$ cat src/logic/dma_chan_regs.svh
`ifndef DMA_CHAN_REGS_SVH
`define DMA_CHAN_REGS_SVH

// Register bus geometry
`define REG_ADDR_W 4
`define REG_DATA_W 32

// Register word byte addresses
`define REG_CTL_OFS 4'h0
`define REG_ECON_OFS 4'h4
`define REG_INT_OFS 4'h8

// Channel control register fields
`define CTL_BUSY_BIT 15
`define CTL_CHNS_BIT 8
`define CTL_EN_BIT 7
`define CTL_AED_BIT 6
`define CTL_CHN_BIT 5
`define CTL_AEN_BIT 4
`define CTL_EDET_BIT 2
`define CTL_PRI_MSB 1
`define CTL_PRI_LSB 0

// Event control register fields
`define ECON_AIRQ_MSB 23
`define ECON_AIRQ_LSB 16
`define ECON_SIRQ_MSB 15
`define ECON_SIRQ_LSB 8
`define ECON_FORCE_BIT 7
`define ECON_ABORT_BIT 6
`define ECON_PAT_BIT 5
`define ECON_START_IRQ_ENABLE_BIT 4
`define ECON_ABORT_IRQ_ENABLE_BIT 3
`define ECON_IRQ_RST 8'hff

// Interrupt control register fields
`define INT_FLAG_MSB 7
`define INT_FLAG_LSB 0
`define INT_EN_MSB 23
`define INT_EN_LSB 16
`define INT_ABORT_FLAG_BIT 1
`define INT_SRC_DONE_BIT 7

`endif

$ cat src/logic/dma_chan_pkg.sv
package dma_chan_pkg;

  // Whole state of the channel control block
  typedef struct packed {
    logic chan_en;           // Channel runs while set
    logic chain_dir;         // Chain source: 1 lower, 0 higher priority
    logic allow_ev;          // Keep events while disabled
    logic chain_en;          // Neighbour completion may enable
    logic auto_en;           // Stay enabled after block completion
    logic [1:0] pri;         // Arbitration priority
    logic busy;              // Enabled or still moving data
    logic pend_start;        // Start event waiting
    logic pend_abort;        // Abort event waiting
    logic pat_en;            // Pattern match abort enable
    logic sirq_en;           // Start by interrupt enable
    logic airq_en;           // Abort by interrupt enable
    logic [7:0] sirq_num;    // Start interrupt number
    logic [7:0] airq_num;    // Abort interrupt number
    logic start_pulse;       // Start request to engine
    logic abort_pulse;       // Abort request to engine
    logic [31:0] rdata;      // Read data word
  } ctl_state_t;

  // State of the interrupt number matcher
  typedef struct packed {
    logic start_hit;         // Start number seen
    logic abort_hit;         // Abort number seen
  } trig_state_t;

  // State of the interrupt flag register
  typedef struct packed {
    logic [7:0] flags;       // Event flags
    logic [7:0] en;          // Per flag enables
    logic irq;               // Request to interrupt controller
  } int_state_t;

endpackage

$ cat src/logic/chan_ev_if.sv
`timescale 1ns/1ps
`default_nettype none
// Carries triggers and interrupt register traffic inside the channel
interface chan_ev_if;
  logic irq_valid;       // Interrupt event this cycle
  logic [7:0] irq_num;   // Its number
  logic [7:0] sirq_num;  // Selected start number
  logic [7:0] airq_num;  // Selected abort number
  logic sirq_en;         // Start match enabled
  logic airq_en;         // Abort match enabled
  logic start_hit;       // Start number matched
  logic abort_hit;       // Abort number matched
  logic int_wr;          // Write to interrupt register
  logic [31:0] int_wdata;// Its data
  logic [7:0] hw_set;    // Hardware flag set pulses
  logic [7:0] flags;     // Current flags
  logic [7:0] en;        // Current enables
  logic irq;             // Combined interrupt request

  modport ctl (output irq_valid, irq_num, sirq_num, airq_num, sirq_en, airq_en,
               int_wr, int_wdata, hw_set,
               input start_hit, abort_hit, flags, en, irq);
  modport trig (input irq_valid, irq_num, sirq_num, airq_num, sirq_en, airq_en,
                output start_hit, abort_hit);
  modport intr (input int_wr, int_wdata, hw_set, output flags, en, irq);
endinterface
`default_nettype wire

$ cat src/logic/dma_chan_ctl.sv
// The register addresses and strobed register access are this design's own decisions.
`timescale 1ns/1ps
`default_nettype none
`include "dma_chan_regs.svh"
module dma_chan_ctl
  import dma_chan_pkg::*;
(
  input wire logic mclk,
  input wire logic rst,
  input wire logic [`REG_ADDR_W-1:0] reg_addr,
  input wire logic [`REG_DATA_W-1:0] reg_wdata,
  input wire logic reg_wr,
  input wire logic reg_rd,
  output logic [`REG_DATA_W-1:0] reg_rdata,
  input wire logic irq_valid,
  input wire logic [7:0] irq_num,
  input wire logic xfer_active,
  input wire logic block_done,
  input wire logic pattern_match,
  input wire logic chain_done_lower,
  input wire logic chain_done_higher,
  input wire logic [7:0] evt_set,
  output logic chan_enable,
  output logic chan_busy_status,
  output logic [1:0] chan_priority,
  output logic start_req,
  output logic abort_req,
  output logic chan_irq
);

  ctl_state_t state_ff; // Registered channel state
  ctl_state_t nxt_state; // Next channel state

  chan_ev_if ev(); // Link to matcher and flag register

  // Register bus decode
  logic wr_ctl; // Write to channel control
  logic wr_econ; // Write to event control
  logic wr_int; // Write to interrupt control
  logic start_ev; // Start event this cycle
  logic abort_ev; // Abort event this cycle
  logic chain_src; // Selected neighbour completion
  logic accept_ev; // Events are recorded now
  logic [`REG_DATA_W-1:0] ctl_word; // Control register image
  logic [`REG_DATA_W-1:0] econ_word; // Event control image
  logic [`REG_DATA_W-1:0] int_word; // Interrupt control image

  assign wr_ctl = reg_wr & (reg_addr == `REG_CTL_OFS);
  assign wr_econ = reg_wr & (reg_addr == `REG_ECON_OFS);
  assign wr_int = reg_wr & (reg_addr == `REG_INT_OFS);

  // Configuration to the matcher
  assign ev.irq_valid = irq_valid;
  assign ev.irq_num = irq_num;
  assign ev.sirq_num = state_ff.sirq_num;
  assign ev.airq_num = state_ff.airq_num;
  assign ev.sirq_en = state_ff.sirq_en;
  assign ev.airq_en = state_ff.airq_en;

  // Traffic to the flag register
  assign ev.int_wr = wr_int;
  assign ev.int_wdata = reg_wdata;

  // Engine events plus our own abort raise flags
  always_comb begin
    ev.hw_set = evt_set;
    ev.hw_set[`INT_ABORT_FLAG_BIT] = evt_set[`INT_ABORT_FLAG_BIT] | state_ff.abort_pulse;
  end

  // Start and abort sources: matched interrupts and software writes
  assign start_ev = ev.start_hit | (wr_econ & reg_wdata[`ECON_FORCE_BIT]);
  assign abort_ev = ev.abort_hit | (wr_econ & reg_wdata[`ECON_ABORT_BIT]);

  // Events count while enabled, or always with the allow bit
  assign accept_ev = state_ff.chan_en | state_ff.allow_ev;

  // Neighbour completion chosen by direction bit
  assign chain_src = state_ff.chain_dir ? chain_done_lower : chain_done_higher;

  // Read images
  always_comb begin
    ctl_word = '0;
    ctl_word[`CTL_BUSY_BIT] = state_ff.busy;
    ctl_word[`CTL_CHNS_BIT] = state_ff.chain_dir;
    ctl_word[`CTL_EN_BIT] = state_ff.chan_en;
    ctl_word[`CTL_AED_BIT] = state_ff.allow_ev;
    ctl_word[`CTL_CHN_BIT] = state_ff.chain_en;
    ctl_word[`CTL_AEN_BIT] = state_ff.auto_en;
    ctl_word[`CTL_EDET_BIT] = state_ff.pend_start | state_ff.pend_abort;
    ctl_word[`CTL_PRI_MSB:`CTL_PRI_LSB] = state_ff.pri;
  end

  // Force and abort bits always read zero
  always_comb begin
    econ_word = '0;
    econ_word[`ECON_AIRQ_MSB:`ECON_AIRQ_LSB] = state_ff.airq_num;
    econ_word[`ECON_SIRQ_MSB:`ECON_SIRQ_LSB] = state_ff.sirq_num;
    econ_word[`ECON_PAT_BIT] = state_ff.pat_en;
    econ_word[`ECON_START_IRQ_ENABLE_BIT] = state_ff.sirq_en;
    econ_word[`ECON_ABORT_IRQ_ENABLE_BIT] = state_ff.airq_en;
  end

  // Interrupt register image
  always_comb begin
    int_word = '0;
    int_word[`INT_FLAG_MSB:`INT_FLAG_LSB] = ev.flags;
    int_word[`INT_EN_MSB:`INT_EN_LSB] = ev.en;
  end

  // Next state of the channel
  always_comb begin
    nxt_state = state_ff;
    nxt_state.start_pulse = 1'b0;
    nxt_state.abort_pulse = 1'b0;

    // Software writes to control
    if (wr_ctl) begin
      nxt_state.chain_dir = reg_wdata[`CTL_CHNS_BIT];
      nxt_state.chan_en = reg_wdata[`CTL_EN_BIT];
      nxt_state.allow_ev = reg_wdata[`CTL_AED_BIT];
      nxt_state.chain_en = reg_wdata[`CTL_CHN_BIT];
      nxt_state.auto_en = reg_wdata[`CTL_AEN_BIT];
      nxt_state.pri = reg_wdata[`CTL_PRI_MSB:`CTL_PRI_LSB];
    end

    // Software writes to event control
    if (wr_econ) begin
      nxt_state.airq_num = reg_wdata[`ECON_AIRQ_MSB:`ECON_AIRQ_LSB];
      nxt_state.sirq_num = reg_wdata[`ECON_SIRQ_MSB:`ECON_SIRQ_LSB];
      nxt_state.pat_en = reg_wdata[`ECON_PAT_BIT];
      nxt_state.sirq_en = reg_wdata[`ECON_START_IRQ_ENABLE_BIT];
      nxt_state.airq_en = reg_wdata[`ECON_ABORT_IRQ_ENABLE_BIT];
    end

    // Chaining enables the channel only when allowed
    if (state_ff.chain_en && chain_src) begin
      nxt_state.chan_en = 1'b1;
    end

    // Block completion drops enable unless auto enable
    if (block_done && !state_ff.auto_en) begin
      nxt_state.chan_en = 1'b0;
    end

    // Pending work is handed to the engine only while enabled
    if (state_ff.chan_en) begin
      if (state_ff.pend_abort) begin
        nxt_state.abort_pulse = 1'b1;
        nxt_state.pend_abort = 1'b0;
        nxt_state.pend_start = 1'b0;
      end else if (state_ff.pend_start) begin
        nxt_state.start_pulse = 1'b1;
        nxt_state.pend_start = 1'b0;
      end
    end

    // New events recorded; abort cancels a waiting start
    if (accept_ev) begin
      if (abort_ev) begin
        nxt_state.pend_abort = 1'b1;
        nxt_state.pend_start = 1'b0;
      end else if (start_ev) begin
        nxt_state.pend_start = 1'b1;
      end
    end

    // Pattern match aborts at once and disables
    if (state_ff.pat_en && pattern_match && (state_ff.chan_en || xfer_active)) begin
      nxt_state.abort_pulse = 1'b1;
      nxt_state.start_pulse = 1'b0;
      nxt_state.pend_start = 1'b0;
      nxt_state.chan_en = 1'b0;
    end

    // Busy until disabled and the engine has stopped
    nxt_state.busy = nxt_state.chan_en | xfer_active;

    // Read data valid only in the cycle after the strobe
    nxt_state.rdata = '0;
    if (reg_rd) begin
      unique case (reg_addr)
        `REG_CTL_OFS: nxt_state.rdata = ctl_word;
        `REG_ECON_OFS: nxt_state.rdata = econ_word;
        `REG_INT_OFS: nxt_state.rdata = int_word;
        default: nxt_state.rdata = '0;
      endcase
    end
  end

  // State register with documented reset values
  always_ff @(posedge mclk or posedge rst) begin
    if (rst) begin
      state_ff <= '0;
      state_ff.airq_num <= `ECON_IRQ_RST;
      state_ff.sirq_num <= `ECON_IRQ_RST;
    end else begin
      state_ff <= nxt_state;
    end
  end

  // Interrupt number matcher
  irq_trigger u_trig (
    .mclk(mclk),
    .rst(rst),
    .ev(ev.trig)
  );

  // Flag and enable register
  int_flags u_int (
    .mclk(mclk),
    .rst(rst),
    .ev(ev.intr)
  );

  // Outputs straight from flops
  assign reg_rdata = state_ff.rdata;
  assign chan_enable = state_ff.chan_en;
  assign chan_busy_status = state_ff.busy;
  assign chan_priority = state_ff.pri;
  assign start_req = state_ff.start_pulse;
  assign abort_req = state_ff.abort_pulse;
  assign chan_irq = ev.irq;

endmodule
`default_nettype wire

$ cat src/logic/irq_trigger.sv
`timescale 1ns/1ps
`default_nettype none
`include "dma_chan_regs.svh"
module irq_trigger
  import dma_chan_pkg::*;
(
  input wire logic mclk,
  input wire logic rst,
  chan_ev_if.trig ev
);

  trig_state_t state_ff; // Registered hits
  trig_state_t nxt_state; // Next hits

  // Compare incoming interrupt against selected numbers
  always_comb begin
    nxt_state = '0;
    nxt_state.start_hit = ev.irq_valid & ev.sirq_en & (ev.irq_num == ev.sirq_num);
    nxt_state.abort_hit = ev.irq_valid & ev.airq_en & (ev.irq_num == ev.airq_num);
  end

  // State register
  always_ff @(posedge mclk or posedge rst) begin
    if (rst) begin
      state_ff <= '0;
    end else begin
      state_ff <= nxt_state;
    end
  end

  assign ev.start_hit = state_ff.start_hit;
  assign ev.abort_hit = state_ff.abort_hit;

endmodule
`default_nettype wire

$ cat src/logic/int_flags.sv
`timescale 1ns/1ps
`default_nettype none
`include "dma_chan_regs.svh"
module int_flags
  import dma_chan_pkg::*;
(
  input wire logic mclk,
  input wire logic rst,
  chan_ev_if.intr ev
);

  int_state_t state_ff; // Flags, enables, request
  int_state_t nxt_state; // Next copy

  // Software write, then hardware sets on top so a set beats a clear
  always_comb begin
    nxt_state = state_ff;
    if (ev.int_wr) begin
      nxt_state.flags = ev.int_wdata[`INT_FLAG_MSB:`INT_FLAG_LSB];
      nxt_state.en = ev.int_wdata[`INT_EN_MSB:`INT_EN_LSB];
    end
    nxt_state.flags = nxt_state.flags | ev.hw_set;
    nxt_state.irq = |(nxt_state.flags & nxt_state.en);
  end

  // State register
  always_ff @(posedge mclk or posedge rst) begin
    if (rst) begin
      state_ff <= '0;
    end else begin
      state_ff <= nxt_state;
    end
  end

  assign ev.flags = state_ff.flags;
  assign ev.en = state_ff.en;
  assign ev.irq = state_ff.irq;

endmodule
`default_nettype wire

$ cat config.mk
export PLATFORM = sky130hd
export DESIGN_NAME = dma_chan_ctl
export DESIGN_NICKNAME = d
export VERILOG_FILES = /design/src/logic/dma_chan_pkg.sv /design/src/logic/chan_ev_if.sv /design/src/logic/dma_chan_ctl.sv /design/src/logic/irq_trigger.sv /design/src/logic/int_flags.sv
export VERILOG_INCLUDE_DIRS = /design/src /design/src/logic
export SDC_FILE = /design/constraint.sdc
export NUM_CORES = 1
export LEC_CHECK = 0
export ABC_AREA = 1
export BUFFER_PORTS_ARGS = -buffer_cell sky130_fd_sc_hd__buf_2
export CAP_MARGIN = 0
export CORE_ASPECT_RATIO = 1.5
export CORE_MARGIN = 2
export CORE_UTILIZATION = 53
export CTS_BUF_LIST = sky130_fd_sc_hd__clkbuf_8 sky130_fd_sc_hd__clkbuf_16
export DETAILED_ROUTE_END_ITERATION = 16
export PLACE_DENSITY = 0.9
export SLEW_MARGIN = 20
export SYNTH_ARGS = -nofsm -noshare
export SYNTH_HDL_FRONTEND = slang
export SYNTH_HIERARCHICAL = 1
export SYNTH_SLANG_ARGS = --single-unit
export TNS_END_PERCENT = 100
$ cat constraint.sdc
create_clock -name mclk -period 1.8 [get_ports mclk]
set_input_delay 0.18 -clock mclk [delete_from_list [all_inputs] [get_ports mclk]]
set_output_delay 0.18 -clock mclk [all_outputs]
set_load 0.05 [all_outputs]
==> results.sh <==
export IMPL_ys_ff_latch=74
export IMPL_min_path_cells=3
export IMPL_gp_congestion=0.902
export IMPL_cp_max_fo=7
export IMPL_final_cells=595
export IMPL_vias=2981
export IMPL_clock_latency_ps=360
export IMPL_regArea_um2=1870
export IMPL_crit_path_max_incr_delay_ps=460
export IMPL_layout_commonest_cell="nand2_1"
export IMPL_die_y_um=107
export IMPL_drc=0
export IMPL_slowest_stage="dfrtp_1"
export IMPL_fmax_mhz=766
export IMPL_boundaryPins=101
export IMPL_grt_usage=0.230
export IMPL_cts_sinks=74
export IMPL_io_buffers=84
export IMPL_h_tree_depth=3
export IMPL_drive_above_1_share=0.294
export IMPL_setup_tns_ps=0
export IMPL_cts_setup_buffers=0
export IMPL_max_slew_margin=0.587
export IMPL_grt_max_degree=38
export IMPL_cts_tree="yes"
export IMPL_totalWireLength_um=8380
export IMPL_rsz0062_at_grt="no"
export IMPL_num_antenna_cells=0
export IMPL_crit_chain="buf_2"
export IMPL_die_width_um=72.4
export IMPL_ys_types=30
export IMPL_cap_violations=0
export IMPL_hold_start="xfer_active"
export IMPL_numCtsBuffers=9
export IMPL_area_growth_pct=11.0
export IMPL_holdWs_ps=37.7
export IMPL_wl_per_cell_um=14.1
export IMPL_finalHoldViolCount=0
export IMPL_p_leak_nw=2.28
export IMPL_reg2reg_from="abort_req$_DFF_PP0_"
export IMPL_hp_class="input port to flip-flop"
export IMPL_critical_path_depth=1
export IMPL_clk_pin_slew_ps=80
export IMPL_slew_violations=0
export IMPL_setup_viol=0
export IMPL_period_share=0.725
export IMPL_dr_pass1_iters=4
export IMPL_layout_min_cycle_time_ps=1310
export IMPL_layout_nets=574
export IMPL_clock_skew_ps=9.23
export IMPL_cp_top_family="flip-flops"
export IMPL_path_buf_inv=1
export IMPL_synth_area_um2=3720
export IMPL_reg2reg_setup_slack_ps=540
export IMPL_grt_pass1_vias=2997
export IMPL_ant_nets=0
export IMPL_start_util=0.543
export IMPL_antenna_found_initial=0
export IMPL_postSynthCellCount=451
export IMPL_final_cell_mix="nand2_1, buf_2, dfrtp_1"
export IMPL_postCtsHoldBufs=1
export IMPL_grt_pass1_wl_um=13500
export IMPL_rows=37
export IMPL_cts_root_buf="clkbuf_8"
export IMPL_multi_input_area_um2=1310
export IMPL_die_area_um2=7710
export IMPL_status="complete, no violations"
export IMPL_drtIter0Drc=237
export IMPL_cts_resized=0
export IMPL_required_ps=1620
export IMPL_worst_setup_path_end_kind="output pin"
export IMPL_ir_worst_vdd_mv=0.444
export IMPL_power_density_nw_per_um2=978
export IMPL_cts_buffer_depth=2
export IMPL_rr_endpoint="u_int/ev.irq$_DFF_PP0_"
export IMPL_dp_hpwl_um=6360
export IMPL_synth_avg_cell_area_um2=8.24
export IMPL_vias_per_cell=5.01
export IMPL_synth_warning_count=6
export IMPL_cp_arrival_ps=1130
export IMPL_worst_slew_pin_slew_ps=618
export IMPL_yosysSeqAreaShare=0.504
export IMPL_path_class="flip-flop to output pin"
export IMPL_place_inst=578
export IMPL_reg2regPathDepth=6
export IMPL_core_area_um2=6850
export IMPL_min_to="chan_busy_status$_DFF_PP0_"
export IMPL_n_fill_cell=625
export IMPL_overflow=0
export IMPL_crit_path_start_kind="flip-flop"
export IMPL_p_total_mw=4.04
## per-stage QoR
| stage | utilization | setup slack (ps) | cell area, um^2 |
|---|---|---|---|
| global placement | 0.577 | 250 | 3950 |
| finish | 0.602 | 495 | 4130 |
| detailed placement | 0.577 | 207 | 3950 |
| CTS | 0.602 | 489 | 4130 |
| floorplan | - | 304 | 3740 |
| global route | 0.602 | 430 | 4130 |
## synthesized netlist by cell type
cell | instances | area [um^2]
nand3_1 | 22 | 110
o211ai_1 | 2 | 15.0
conb_1 | 1 | 3.75
o21ai_0 | 11 | 55.1
nor2_4 | 2 | 22.5
nor2_2 | 2 | 12.5
nand2_2 | 12 | 75.1
inv_2 | 3 | 11.3
a21oi_1 | 19 | 95.1
nor2_1 | 27 | 101
nor4_1 | 1 | 6.26
dfstp_2 | 16 | 420
inv_4 | 1 | 6.26
inv_1 | 46 | 173
nand3_2 | 2 | 20.0
nand4_1 | 2 | 12.5
buf_4 | 37 | 278
clkinv_1 | 1 | 3.75
clkbuf_1 | 3 | 11.3
a21oi_2 | 6 | 52.6
nand3b_1 | 2 | 15.0
nand2_4 | 3 | 33.8
nor3_1 | 6 | 30.0
inv_6 | 1 | 8.76
buf_6 | 6 | 67.6
buf_2 | 1 | 5.00
xnor2_1 | 5 | 43.8
nand2_1 | 152 | 571
dfrtp_1 | 58 | 1450
or2_2 | 1 | 6.26
## per-layer routing
layer  part of all wire  GRT usage  vias to the layer above
met2               0.50      0.373                      119
met3              0.052     0.0461                       29
met1               0.41      0.281                     1375
met5                  0          0                        -
li1                   -          -                     1458
met4              0.041      0.132                        0
## report_power, final
part	switching, mW	internal (mW)
clock network	0.594	0.518
logic	0.592	0.270
registers	0.150	1.91
total	1.34	2.70
## cells by family (layout without fill, tap and decap cells)
logic type,Yosys count,count (layout),share of synthesized area
buffers and inverters,99,158,0.152
AO/OA/AOI/OAI,38,38,0.0586
XOR/XNOR,5,5,0.0118
other,1,8,0.00101
flip-flops,74,74,0.504
AND/OR/NAND/NOR,234,234,0.273
## state kept, by name, summed over array words and instances (netlist names), 2 cells and up
register        cells
reg_rdata          24
chan_priority       2
ev.sirq_num         8
ev.airq_num         8
ctl_word            4
state_ff            2
u_int/ev.en         8
u_int/ev.flags      8
## cell type report
class                           instances  area share
Inverter                               52      0.0491
Multi-Input combinational cell        285       0.317
Clock buffer                           10      0.0334
Tap cell                               78      0.0237
Sequential cell                        74       0.454
Timing Repair Buffer                   90       0.116
Clock inverter                          6     0.00697
## worst max-delay path by stage
stage               slack [ps]                     end                  start
floorplan                  300     abort_req$_DFF_PP0_                    rst
global route               430  u_int/ev.irq$_DFF_PP0_            reg_addr[1]
CTS                        490             chan_enable  chan_enable$_DFF_PP0_
finish                     490             chan_enable  chan_enable$_DFF_PP0_
global placement           250  u_int/ev.irq$_DFF_PP0_            reg_addr[1]
detailed placement         210  u_int/ev.irq$_DFF_PP0_            reg_addr[1]
No activity file was read; power rests on OpenSTA's default activity.
